### config.mk
export PLATFORM = sky130hd
export DESIGN_NAME = process_alarm_block
export DESIGN_NICKNAME = d
export VERILOG_FILES = /design/src/design/alarm_pkg.sv /design/src/design/eval_tick_gen.sv /design/src/design/process_alarm_block.sv
export SDC_FILE = /design/constraint.sdc
export NUM_CORES = 1
export LEC_CHECK = 0
export BUFFER_PORTS_ARGS = -buffer_cell sky130_fd_sc_hd__buf_2
export CORE_MARGIN = 2
export CORE_UTILIZATION = 30
export DETAILED_ROUTE_END_ITERATION = 8
export PLACE_DENSITY_LB_ADDON = 0.3
export SYNTH_ARGS = -nofsm -noshare
export SYNTH_HDL_FRONTEND = slang
export SYNTH_SLANG_ARGS = --single-unit
export TNS_END_PERCENT = 1
### constraint.sdc
create_clock -name core_clk_in -period 11.63 [get_ports core_clk_in]
set_input_delay 1.7445 -clock core_clk_in [delete_from_list [all_inputs] [get_ports core_clk_in]]
set_output_delay 1.7445 -clock core_clk_in [all_outputs]
set_load 0.02 [all_outputs]
### src/design/alarm_pkg.sv
// shared types, register map and timing constants of the process alarm block
package alarm_pkg;

	// ==========================================================
	// timing
	localparam int unsigned CLK_HZ         = 250_000_000;
	localparam int unsigned EVAL_PERIOD_US = 1000;
	localparam int unsigned EVAL_CYCLES    = CLK_HZ / 1_000_000 * EVAL_PERIOD_US;
	localparam int unsigned EVALS_PER_SEC  = 1_000_000 / EVAL_PERIOD_US;
	localparam int unsigned DELAY_W        = 14;
	localparam int unsigned DCNT_W         = 24;
	localparam int unsigned NAME_WORDS     = 5;

	// ==========================================================
	// signal model
	typedef logic signed [31:0] analog_val_t;

	typedef enum logic [3:0] {
		ERR_NONE        = 4'h0,
		ERR_OPEN        = 4'h1,
		ERR_SHORTED     = 4'h2,
		ERR_MEASUREMENT = 4'h3,
		ERR_BAD_CAL     = 4'h4,
		ERR_AMBIENT     = 4'h5,
		ERR_RTD         = 4'h6,
		ERR_FAIL        = 4'h7,
		ERR_NOT_SOURCED = 4'h8,
		ERR_STALE       = 4'h9,
		ERR_MATH        = 4'ha
	} err_code_t;

	typedef enum logic [2:0] {
		UNIT_NONE      = 3'h0,
		UNIT_ABS_TEMP  = 3'h1,
		UNIT_REL_TEMP  = 3'h2,
		UNIT_HUMIDITY  = 3'h3,
		UNIT_POWER     = 3'h4,
		UNIT_PROCESS   = 3'h5
	} unit_t;

	typedef struct packed {
		analog_val_t value;
		unit_t       unit;
		err_code_t   err;
	} analog_sig_t;

	typedef struct packed {
		logic      on;
		err_code_t err;
	} digital_sig_t;

	localparam analog_val_t POWER_FULL = 32'sh0064_0000;
	localparam analog_val_t POWER_NONE = 32'sh0000_0000;

	// ==========================================================
	// configuration
	typedef enum logic [1:0] {
		ATYPE_OFF     = 2'h0,
		ATYPE_PROCESS = 2'h1
	} alarm_type_t;

	typedef enum logic [1:0] {
		SIDES_BOTH = 2'h0,
		SIDES_HIGH = 2'h1,
		SIDES_LOW  = 2'h2
	} sides_t;

	typedef struct packed {
		logic        dis_lvl;
		logic        clr_lvl;
		logic        sil_lvl;
		logic        open_on_alarm;
		logic        sil_en;
		logic        latch;
		sides_t      sides;
		alarm_type_t atype;
	} ctrl_t;

	typedef enum logic [2:0] {
		OUT_IDLE     = 3'b001,
		OUT_ACTIVE   = 3'b010,
		OUT_SILENCED = 3'b100
	} out_state_t;

	// ==========================================================
	// register map
	localparam logic [7:0] ADDR_CTRL      = 8'h00;
	localparam logic [7:0] ADDR_CMD       = 8'h04;
	localparam logic [7:0] ADDR_HIGH_SP   = 8'h08;
	localparam logic [7:0] ADDR_LOW_SP    = 8'h0c;
	localparam logic [7:0] ADDR_HYST      = 8'h10;
	localparam logic [7:0] ADDR_DELAY     = 8'h14;
	localparam logic [7:0] ADDR_STATUS    = 8'h18;
	localparam logic [7:0] ADDR_INPUT     = 8'h1c;
	localparam logic [7:0] ADDR_NAME0     = 8'h20;
	localparam logic [7:0] ADDR_NAME_LAST = 8'h30;
	localparam int unsigned CMD_CLEAR_BIT   = 0;
	localparam int unsigned CMD_SILENCE_BIT = 1;

	localparam ctrl_t       CTRL_RST    = ctrl_t'(10'h380);
	localparam analog_val_t HIGH_SP_RST = 32'sh0064_0000;
	localparam analog_val_t LOW_SP_RST  = 32'sh0000_0000;
	localparam analog_val_t HYST_RST    = 32'sh0001_0000;
	localparam logic [DELAY_W-1:0] DELAY_RST = 14'h0000;

	typedef struct packed {
		logic        psel;
		logic        penable;
		logic        pwrite;
		logic [7:0]  paddr;
		logic [31:0] pwdata;
	} apb_req_t;

	typedef struct packed {
		logic        pready;
		logic        pslverr;
		logic [31:0] prdata;
	} apb_rsp_t;

endpackage

### src/design/eval_tick_gen.sv
// divider that makes the one-cycle evaluation tick
`timescale 1ns/1ps
module eval_tick_gen #(
	parameter int unsigned PERIOD = 4
) (
	input  wire logic core_clk_in,
	input  wire logic rst_b_in,
	output logic      tick_out
);
	localparam int unsigned CW = (PERIOD > 1) ? $clog2(PERIOD) : 1;
	localparam logic [CW-1:0] LAST = CW'(PERIOD - 1);

	typedef struct packed {
		logic [CW-1:0] cnt;
		logic          tick;
	} tick_state_t;

	tick_state_t s_q;
	tick_state_t s_d;

	always_comb
	begin
		s_d = s_q;
		s_d.tick = (s_q.cnt == LAST);
		if (s_q.cnt == LAST)
			s_d.cnt = '0;
		else
			s_d.cnt = s_q.cnt + 1'b1;
	end

	always_ff @(posedge core_clk_in)
	begin
		if (!rst_b_in)
			s_q <= '0;
		else
			s_q <= s_d;
	end

	assign tick_out = s_q.tick;
endmodule

### src/design/process_alarm_block.sv
// process alarm function block with its apb register file
//
// The implementer's own choices: the placing of the registers and register access over APB.
`timescale 1ns/1ps
module process_alarm_block
	import alarm_pkg::*;
#(
	parameter int unsigned EVAL_CYCLES_P = alarm_pkg::EVAL_CYCLES
) (
	input  wire logic                  core_clk_in,
	input  wire logic                  rst_b_in,
	input  wire alarm_pkg::apb_req_t   apb_req_in,
	output alarm_pkg::apb_rsp_t        apb_rsp_out,
	input  wire alarm_pkg::analog_sig_t monitor_in,
	input  wire logic                  monitor_connected_in,
	input  wire logic                  monitor_remote_lost_in,
	input  wire alarm_pkg::digital_sig_t silence_input_in,
	input  wire alarm_pkg::digital_sig_t clear_input_in,
	input  wire alarm_pkg::digital_sig_t disable_input_in,
	output alarm_pkg::digital_sig_t    alarm_out
);
	import alarm_pkg::*;

	// ==========================================================
	// state
	typedef struct packed {
		ctrl_t                        ctrl;
		analog_val_t                  high_sp;
		analog_val_t                  low_sp;
		analog_val_t                  hyst;
		logic [DELAY_W-1:0]           delay;
		logic [NAME_WORDS-1:0][31:0]  name;
		logic                         clr_pend;
		logic                         sil_pend;
		logic                         hi;
		logic                         lo;
		out_state_t                   st;
		logic [DCNT_W-1:0]            dcnt;
		digital_sig_t                 out;
		logic                         pready;
		logic                         pslverr;
		logic [31:0]                  prdata;
	} state_t;

	state_t s_q;
	state_t s_d;

	// ==========================================================
	// helpers
	function automatic logic [32:0] add_chk(input analog_val_t a, input analog_val_t b);
		logic signed [32:0] w;
		w = {a[31], a} + {b[31], b};
		return {w[32] ^ w[31], w[31:0]};
	endfunction

	function automatic logic level_active(input digital_sig_t sig, input logic lvl_high);
		// an input in error never triggers; its level cannot be trusted
		return (sig.err == ERR_NONE) && (sig.on == lvl_high);
	endfunction

	function automatic analog_val_t clamp_power(input analog_sig_t sig);
		analog_val_t v;
		v = sig.value;
		if (sig.unit == UNIT_POWER)
		begin
			if (v > POWER_FULL)
				v = POWER_FULL;
			else if (v < POWER_NONE)
				v = POWER_NONE;
		end
		return v;
	endfunction

	function automatic logic is_mapped(input logic [7:0] addr);
		return (addr[1:0] == 2'b00) && (addr <= ADDR_NAME_LAST);
	endfunction

	// ==========================================================
	// evaluation tick
	logic tick;

	eval_tick_gen #(
		.PERIOD(EVAL_CYCLES_P)
	) u_tick (
		.core_clk_in(core_clk_in),
		.rst_b_in   (rst_b_in),
		.tick_out   (tick)
	);

	// ==========================================================
	// comparisons
	analog_val_t         val_c;
	logic [32:0]         hi_lim;
	logic [32:0]         lo_lim;
	err_code_t           err_c;
	logic                ok_c;
	logic                en_hi;
	logic                en_lo;
	logic                hi_cond;
	logic                lo_cond;
	logic                hi_ok;
	logic                lo_ok;
	logic                sil_act;
	logic                clr_act;
	logic                dis_act;
	logic                off_c;
	logic [DCNT_W-1:0]   delay_ticks;
	logic                setup;
	logic                access;

	assign val_c   = clamp_power(monitor_in);
	assign hi_lim  = add_chk(s_q.high_sp, analog_val_t'(-s_q.hyst));
	assign lo_lim  = add_chk(s_q.low_sp, s_q.hyst);
	assign en_hi   = (s_q.ctrl.sides != SIDES_LOW);
	assign en_lo   = (s_q.ctrl.sides != SIDES_HIGH);
	assign hi_cond = en_hi && (val_c > s_q.high_sp);
	assign lo_cond = en_lo && (val_c < s_q.low_sp);
	assign hi_ok   = (val_c < $signed(hi_lim[31:0]));
	assign lo_ok   = (val_c > $signed(lo_lim[31:0]));
	assign sil_act = level_active(silence_input_in, s_q.ctrl.sil_lvl) || s_q.sil_pend;
	assign clr_act = level_active(clear_input_in, s_q.ctrl.clr_lvl) || s_q.clr_pend;
	assign dis_act = level_active(disable_input_in, s_q.ctrl.dis_lvl);
	assign off_c   = (s_q.ctrl.atype != ATYPE_PROCESS) || dis_act;
	assign delay_ticks = DCNT_W'(s_q.delay * EVALS_PER_SEC);
	assign setup   = apb_req_in.psel && !apb_req_in.penable;
	assign access  = apb_req_in.psel && apb_req_in.penable && s_q.pready;

	// error priority: missing source, lost remote data, input error, math
	always_comb
	begin
		if (!monitor_connected_in)
			err_c = ERR_NOT_SOURCED;
		else if (monitor_remote_lost_in)
			err_c = ERR_STALE;
		else if (monitor_in.err != ERR_NONE)
			err_c = monitor_in.err;
		else if (hi_lim[32] || lo_lim[32])
			err_c = ERR_MATH;
		else
			err_c = ERR_NONE;
	end
	assign ok_c = (err_c == ERR_NONE);

	// ==========================================================
	// next state
	always_comb
	begin
		logic       trig;
		logic       hi_n;
		logic       lo_n;
		logic       alarm_n;
		out_state_t st_n;
		int unsigned idx;
		trig    = 1'b0;
		hi_n    = s_q.hi;
		lo_n    = s_q.lo;
		alarm_n = 1'b0;
		st_n    = s_q.st;
		idx     = 0;
		s_d     = s_q;
		s_d.pready  = 1'b0;
		s_d.pslverr = 1'b0;

		// commands are consumed by the tick that follows them
		if (tick)
		begin
			s_d.clr_pend = 1'b0;
			s_d.sil_pend = 1'b0;
		end

		// apb: data is prepared in setup, so access always ends in one cycle
		if (setup)
		begin
			s_d.pready  = 1'b1;
			s_d.pslverr = !is_mapped(apb_req_in.paddr);
			s_d.prdata  = '0;
			if (apb_req_in.paddr == ADDR_CTRL)
				s_d.prdata = 32'(s_q.ctrl);
			else if (apb_req_in.paddr == ADDR_HIGH_SP)
				s_d.prdata = s_q.high_sp;
			else if (apb_req_in.paddr == ADDR_LOW_SP)
				s_d.prdata = s_q.low_sp;
			else if (apb_req_in.paddr == ADDR_HYST)
				s_d.prdata = s_q.hyst;
			else if (apb_req_in.paddr == ADDR_DELAY)
				s_d.prdata = 32'(s_q.delay);
			else if (apb_req_in.paddr == ADDR_STATUS)
				s_d.prdata = {20'h00000, s_q.out.err, 3'h0, s_q.out.on,
					s_q.st == OUT_SILENCED, s_q.lo, s_q.hi, s_q.hi | s_q.lo};
			else if (apb_req_in.paddr == ADDR_INPUT)
				s_d.prdata = val_c;
			else if (apb_req_in.paddr >= ADDR_NAME0 && is_mapped(apb_req_in.paddr))
			begin
				idx = 32'(apb_req_in.paddr - ADDR_NAME0) >> 2;
				s_d.prdata = s_q.name[idx];
			end
		end

		if (access && apb_req_in.pwrite)
		begin
			if (apb_req_in.paddr == ADDR_CTRL)
				s_d.ctrl = ctrl_t'(apb_req_in.pwdata[9:0]);
			else if (apb_req_in.paddr == ADDR_CMD)
			begin
				// a command landing on the tick cycle survives to the next tick
				if (apb_req_in.pwdata[CMD_CLEAR_BIT])
					s_d.clr_pend = 1'b1;
				if (apb_req_in.pwdata[CMD_SILENCE_BIT])
					s_d.sil_pend = 1'b1;
			end
			else if (apb_req_in.paddr == ADDR_HIGH_SP)
				s_d.high_sp = apb_req_in.pwdata;
			else if (apb_req_in.paddr == ADDR_LOW_SP)
				s_d.low_sp = apb_req_in.pwdata;
			else if (apb_req_in.paddr == ADDR_HYST)
				s_d.hyst = apb_req_in.pwdata;
			else if (apb_req_in.paddr == ADDR_DELAY)
				s_d.delay = apb_req_in.pwdata[DELAY_W-1:0];
			else if (apb_req_in.paddr >= ADDR_NAME0 && is_mapped(apb_req_in.paddr))
			begin
				idx = 32'(apb_req_in.paddr - ADDR_NAME0) >> 2;
				s_d.name[idx] = apb_req_in.pwdata;
			end
		end

		// alarm evaluation happens only on the tick
		if (tick)
		begin
			s_d.out.err = err_c;
			if (off_c)
			begin
				s_d.hi     = 1'b0;
				s_d.lo     = 1'b0;
				s_d.dcnt   = '0;
				s_d.st     = OUT_IDLE;
				s_d.out.on = 1'b0;
			end
			else if (ok_c)
			begin
				// persistence counter saturates at the configured delay
				if (hi_cond || lo_cond)
				begin
					if (s_q.dcnt >= delay_ticks)
						trig = 1'b1;
					else
						s_d.dcnt = s_q.dcnt + 1'b1;
				end
				else
					s_d.dcnt = '0;

				if (trig && hi_cond)
					hi_n = 1'b1;
				else if (s_q.hi && (!en_hi || (hi_ok && (!s_q.ctrl.latch || clr_act))))
					hi_n = 1'b0;
				if (trig && lo_cond)
					lo_n = 1'b1;
				else if (s_q.lo && (!en_lo || (lo_ok && (!s_q.ctrl.latch || clr_act))))
					lo_n = 1'b0;
				alarm_n = hi_n || lo_n;

				case (s_q.st)
					OUT_IDLE:
						if (alarm_n)
							st_n = OUT_ACTIVE;
					OUT_ACTIVE:
						if (!alarm_n)
							st_n = OUT_IDLE;
						else if (s_q.ctrl.sil_en && sil_act)
							st_n = OUT_SILENCED;
					OUT_SILENCED:
						if (!alarm_n)
							st_n = OUT_IDLE;
					default:
						st_n = OUT_IDLE;
				endcase
				s_d.hi     = hi_n;
				s_d.lo     = lo_n;
				s_d.st     = st_n;
				s_d.out.on = (st_n == OUT_ACTIVE) ^ s_q.ctrl.open_on_alarm;
			end
			// on an input error the last decision is held; only the status changes
		end
	end

	// ==========================================================
	// registers
	always_ff @(posedge core_clk_in)
	begin
		if (!rst_b_in)
		begin
			s_q          <= '0;
			s_q.ctrl     <= CTRL_RST;
			s_q.high_sp  <= HIGH_SP_RST;
			s_q.low_sp   <= LOW_SP_RST;
			s_q.hyst     <= HYST_RST;
			s_q.delay    <= DELAY_RST;
			s_q.st       <= OUT_IDLE;
			s_q.out.err  <= ERR_NONE;
		end
		else
			s_q <= s_d;
	end

	// digital output carries only on/off and error, never a unit
	assign alarm_out           = s_q.out;
	assign apb_rsp_out.pready  = s_q.pready;
	assign apb_rsp_out.pslverr = s_q.pslverr;
	assign apb_rsp_out.prdata  = s_q.prdata;
endmodule

==> metrics.md <==
| Metric | Value |
|---|---|
| Worst EP arrival | 7.87 ns |
| Slew Limit Fails | 0 |
| Starting DRT DRC Count | 2336 |
| Pre-CTS WS | 4.22 ns |
| Synthesis warning total | 0 |
| Top-area cell type share of the netlist area | 27.2% |
| Gr usage total | 20.6% |
| Hold WC Path Type | reg -> reg |
| CTS Sinks | 369 |
| Design Power | 2.82 mW |
| Post-synthesis register bit count | 369 |
| First-pass GRT wire length | 148000 µm |
| Setup violators final | 0 |
| Worst slew margin | 22.4% |
| CP top delay family | compound AO/OA/AOI/OAI gates |
| DR vias/cell | 5.35 |
| EDFF count, synth | 0 |
| GRT overflow | 0 |
| Area contributors post-synth | dfxtp_1, ha_1, nand2_1 |
| Post-Synth Adder-Cell Area | 15.8% |
| Final hold violation count | 0 |
| Clk root buf | clkbuf_16 |
| Multi-input logic area | 0.0179 mm² |
| Post-Syn Nets | 3837 |
| First-pass DRT Iterations | 5 |
| Area leader, netlist | dfxtp_1 |
| Total negative slack | 0 ns |
| Die ar. | 0.0929 mm² |
| Pwr per Cell Area | 94.7 mW/mm² |
| Simple-gate share of the synthesized area | 19.7% |
| Largest net degree at the start of global routing | 173 |
| Gpl congestion | 0.982 |
| Synth unique cells | 92 |
| Xor and xnor area share after synthesis | 4.06% |
| Post-detailed-route count of antenna-violating nets | 0 |
| Clk_skew | 0.0278 ns |
| Synth Area in Compound Gates | 24.6% |
| Io pins | 140 |
| Fmax | 135 MHz |
| Most used DFF post-synth | dfxtp_1 |
| Residual DRC | 0 |
| Top-count cell post-synth | nand2_1 |
| CTS Buf Count | 41 |
| Ys async rst share | 0% |
| CTS tree | yes |
| Worst setup margin | 4.24 ns |
| Fillers | 9543 |
| Fin crit share | 63.5% |
| Synth cell count leaders | nand2_1, dfxtp_1, a21boi_0 |
| Main combinational cell family by area after synthesis | compound AO/OA/AOI/OAI gates |
| Core region area | 0.0899 mm² |
| Dpl hpwl | 73300 µm |
| Register area | 0.00739 mm² |
| H-tree depth | 2 |
| VDD IR max | 84.4 µV |
| Setup CP Type | reg -> reg |
| P_leak | 11.0 nW |
| Status | finished, final reports clean |
| CP max-delay cell | a221oi_1 |
| Starting density of the core | 30.2% |
| Post CTS Setup Buffer Count | 0 |
| Critical Path RT | 12.11 ns |
| CP Cell Sequence | inv_1, fa_1, fa_1, fa_1, fa_1, inv_1, ha_1, or3_1, o211ai_1, a21boi_0, o21ai_0, a21oi_1, a21oi_1, xor2_1, ha_1, a2111oi_0, o21ai_0, o21ai_0, o21ai_0, or3_1, a221oi_1, and2_1, a211oi_2, a32o_1 |
| Sequential share of the synthesized area | 27.2% |
| Hold Buf Count CTS | 0 |
| Nets | 3814 |
| Cells after Synth | 3422 |
| Longest Clk Path Bufs | 3 |
| CP Buf/Inv Count | 2 |
| Mux cell area share after synthesis | 1.65% |
| Crit. End Element | flop |
| Slew @ Worst Pin | 1.16 ns |
| Total length of routed wires | 98500 µm |
| Vias in the first global route | 23.2k |
| Area growth syn-to-layout | 9.83% |
| Mapped cell area | 0.0271 mm² |
| Critical path fanouts, max | 6 |
| Slowest stage delay, CP | 0.63 ns |
| Layout cells sized above 1 | 8.61% |
| Initial antenna violation count | 15 |
| Post-CTS Resized | 0 |
| Clock Latency Late Sink | 0.60 ns |
| Startpoint Class | flop |
| Min cycle time layout | 7.39 ns |
| Site Rows | 110 |
| PortBufs | 139 |
| Vias | 24.7k |
| Max-cap viol count | 0 |
| RSZ-0062 raised after global routing | false |
| Mean Syn Cell Area | 7.93 µm² |
| Worst-path clk slew | 0.06 ns |
| Die W | 305 µm |
| Die height | 305 µm |
| Routed length per instance | 21.4 µm |
-- registers in the layout, indices dropped and copies added, names as in the netlist --
signal           cells
apb_rsp_out         34
u_tick.tick_out      1
alarm_out            5
s_q                311
u_tick.s_q          18
-- worst min-delay path: stages, from the launching register on --
cell	delay [ns]
dfxtp_1	0.31
nand2_1	0.05
a21boi_1	0.05
-- cells by family (layout without fill, tap and decap cells) --
family	count (synthesis)	count (layout)
other	0	6
adder cells (fa/ha/maj)	314	314
AO/OA/AOI/OAI	970	970
buffers and inverters	427	430
XOR/XNOR	125	125
AND/OR/NAND/NOR	1186	1186
multiplexers	31	31
flip-flops	369	369
-- cell type report --
type	count	area share, %
inverters	188	2.37
diodes	6	0.0504
multi-input cells	2626	60.2
flip-flops and latches	369	24.8
repair buffers	173	3.27
clock inverters	13	0.420
clock buffers	56	3.97
well taps	1176	4.94
-- through the flow --
| step | hold slack [ns] | instance area (µm²) | instances | util, % |
|---|---|---|---|---|
| floorplan | 0.426 | 27100 | 3422 | - |
| global placement | 0.440 | 28500 | 4532 | 31.7 |
| detailed placement | 0.446 | 28500 | 4532 | 31.7 |
| global route | 0.467 | 29800 | 4604 | 33.1 |
| finish | 0.453 | 29800 | 4607 | 33.2 |
| CTS | 0.454 | 29800 | 4601 | 33.1 |
-- power breakdown --
part / internal, mW / leakage, nW / switching (mW)
clock: 0.736 / 0.645 / 0.569
sequential: 1.27 / 2.97 / 0.00172
combinational: 0.0841 / 7.43 / 0.166
-- routing by layer --
metal / vias up / wire, µm / global-route usage (%)
li1: 11926 / - / -
met5: - / 75 / 0
met2: 809 / 42000 / 31.0
met3: 153 / 6920 / 3.17
met4: 14 / 3120 / 6.49
met1: 11762 / 46400 / 29.9
-- path summary, 6_finish.rpt --
check	slack, ns	endpoint	from	cells past startpoint
hold / removal	0.45	s_q[140]$_SDFFE_PN0P_	s_q[140]$_SDFFE_PN0P_	2
hold reg to reg	0.45	s_q[140]$_SDFFE_PN0P_	s_q[140]$_SDFFE_PN0P_	2
setup reg to reg	4.24	s_q[64]$_SDFFE_PN0P_	s_q[234]$_SDFFE_PN0P_	24
setup / recovery	4.24	s_q[64]$_SDFFE_PN0P_	s_q[234]$_SDFFE_PN0P_	24
-- placed cells by master (no fill, tap or decap), drive strengths merged, types with 21 or more instances in the layout --
cell,netlist,layout
nand2,702,702
dfxtp,369,369
a21boi,303,303
ha,266,266
inv,188,189
buf,95,172
o21ai,169,169
a21oi,164,164
nor2,121,121
xor2,66,66
xnor2,59,59
clkbuf,144,57
nand3,56,56
nor3,49,49
fa,48,48
nand4,44,44
a21o,42,42
and2,41,41
nor2b,41,41
a211oi,41,41
a221oi,33,33
nand2b,27,27
o211ai,26,26
nor4,26,26
and3,25,25
o2111ai,24,24
o21a,21,21
Note: power is estimated with default switching activity, not from simulation.
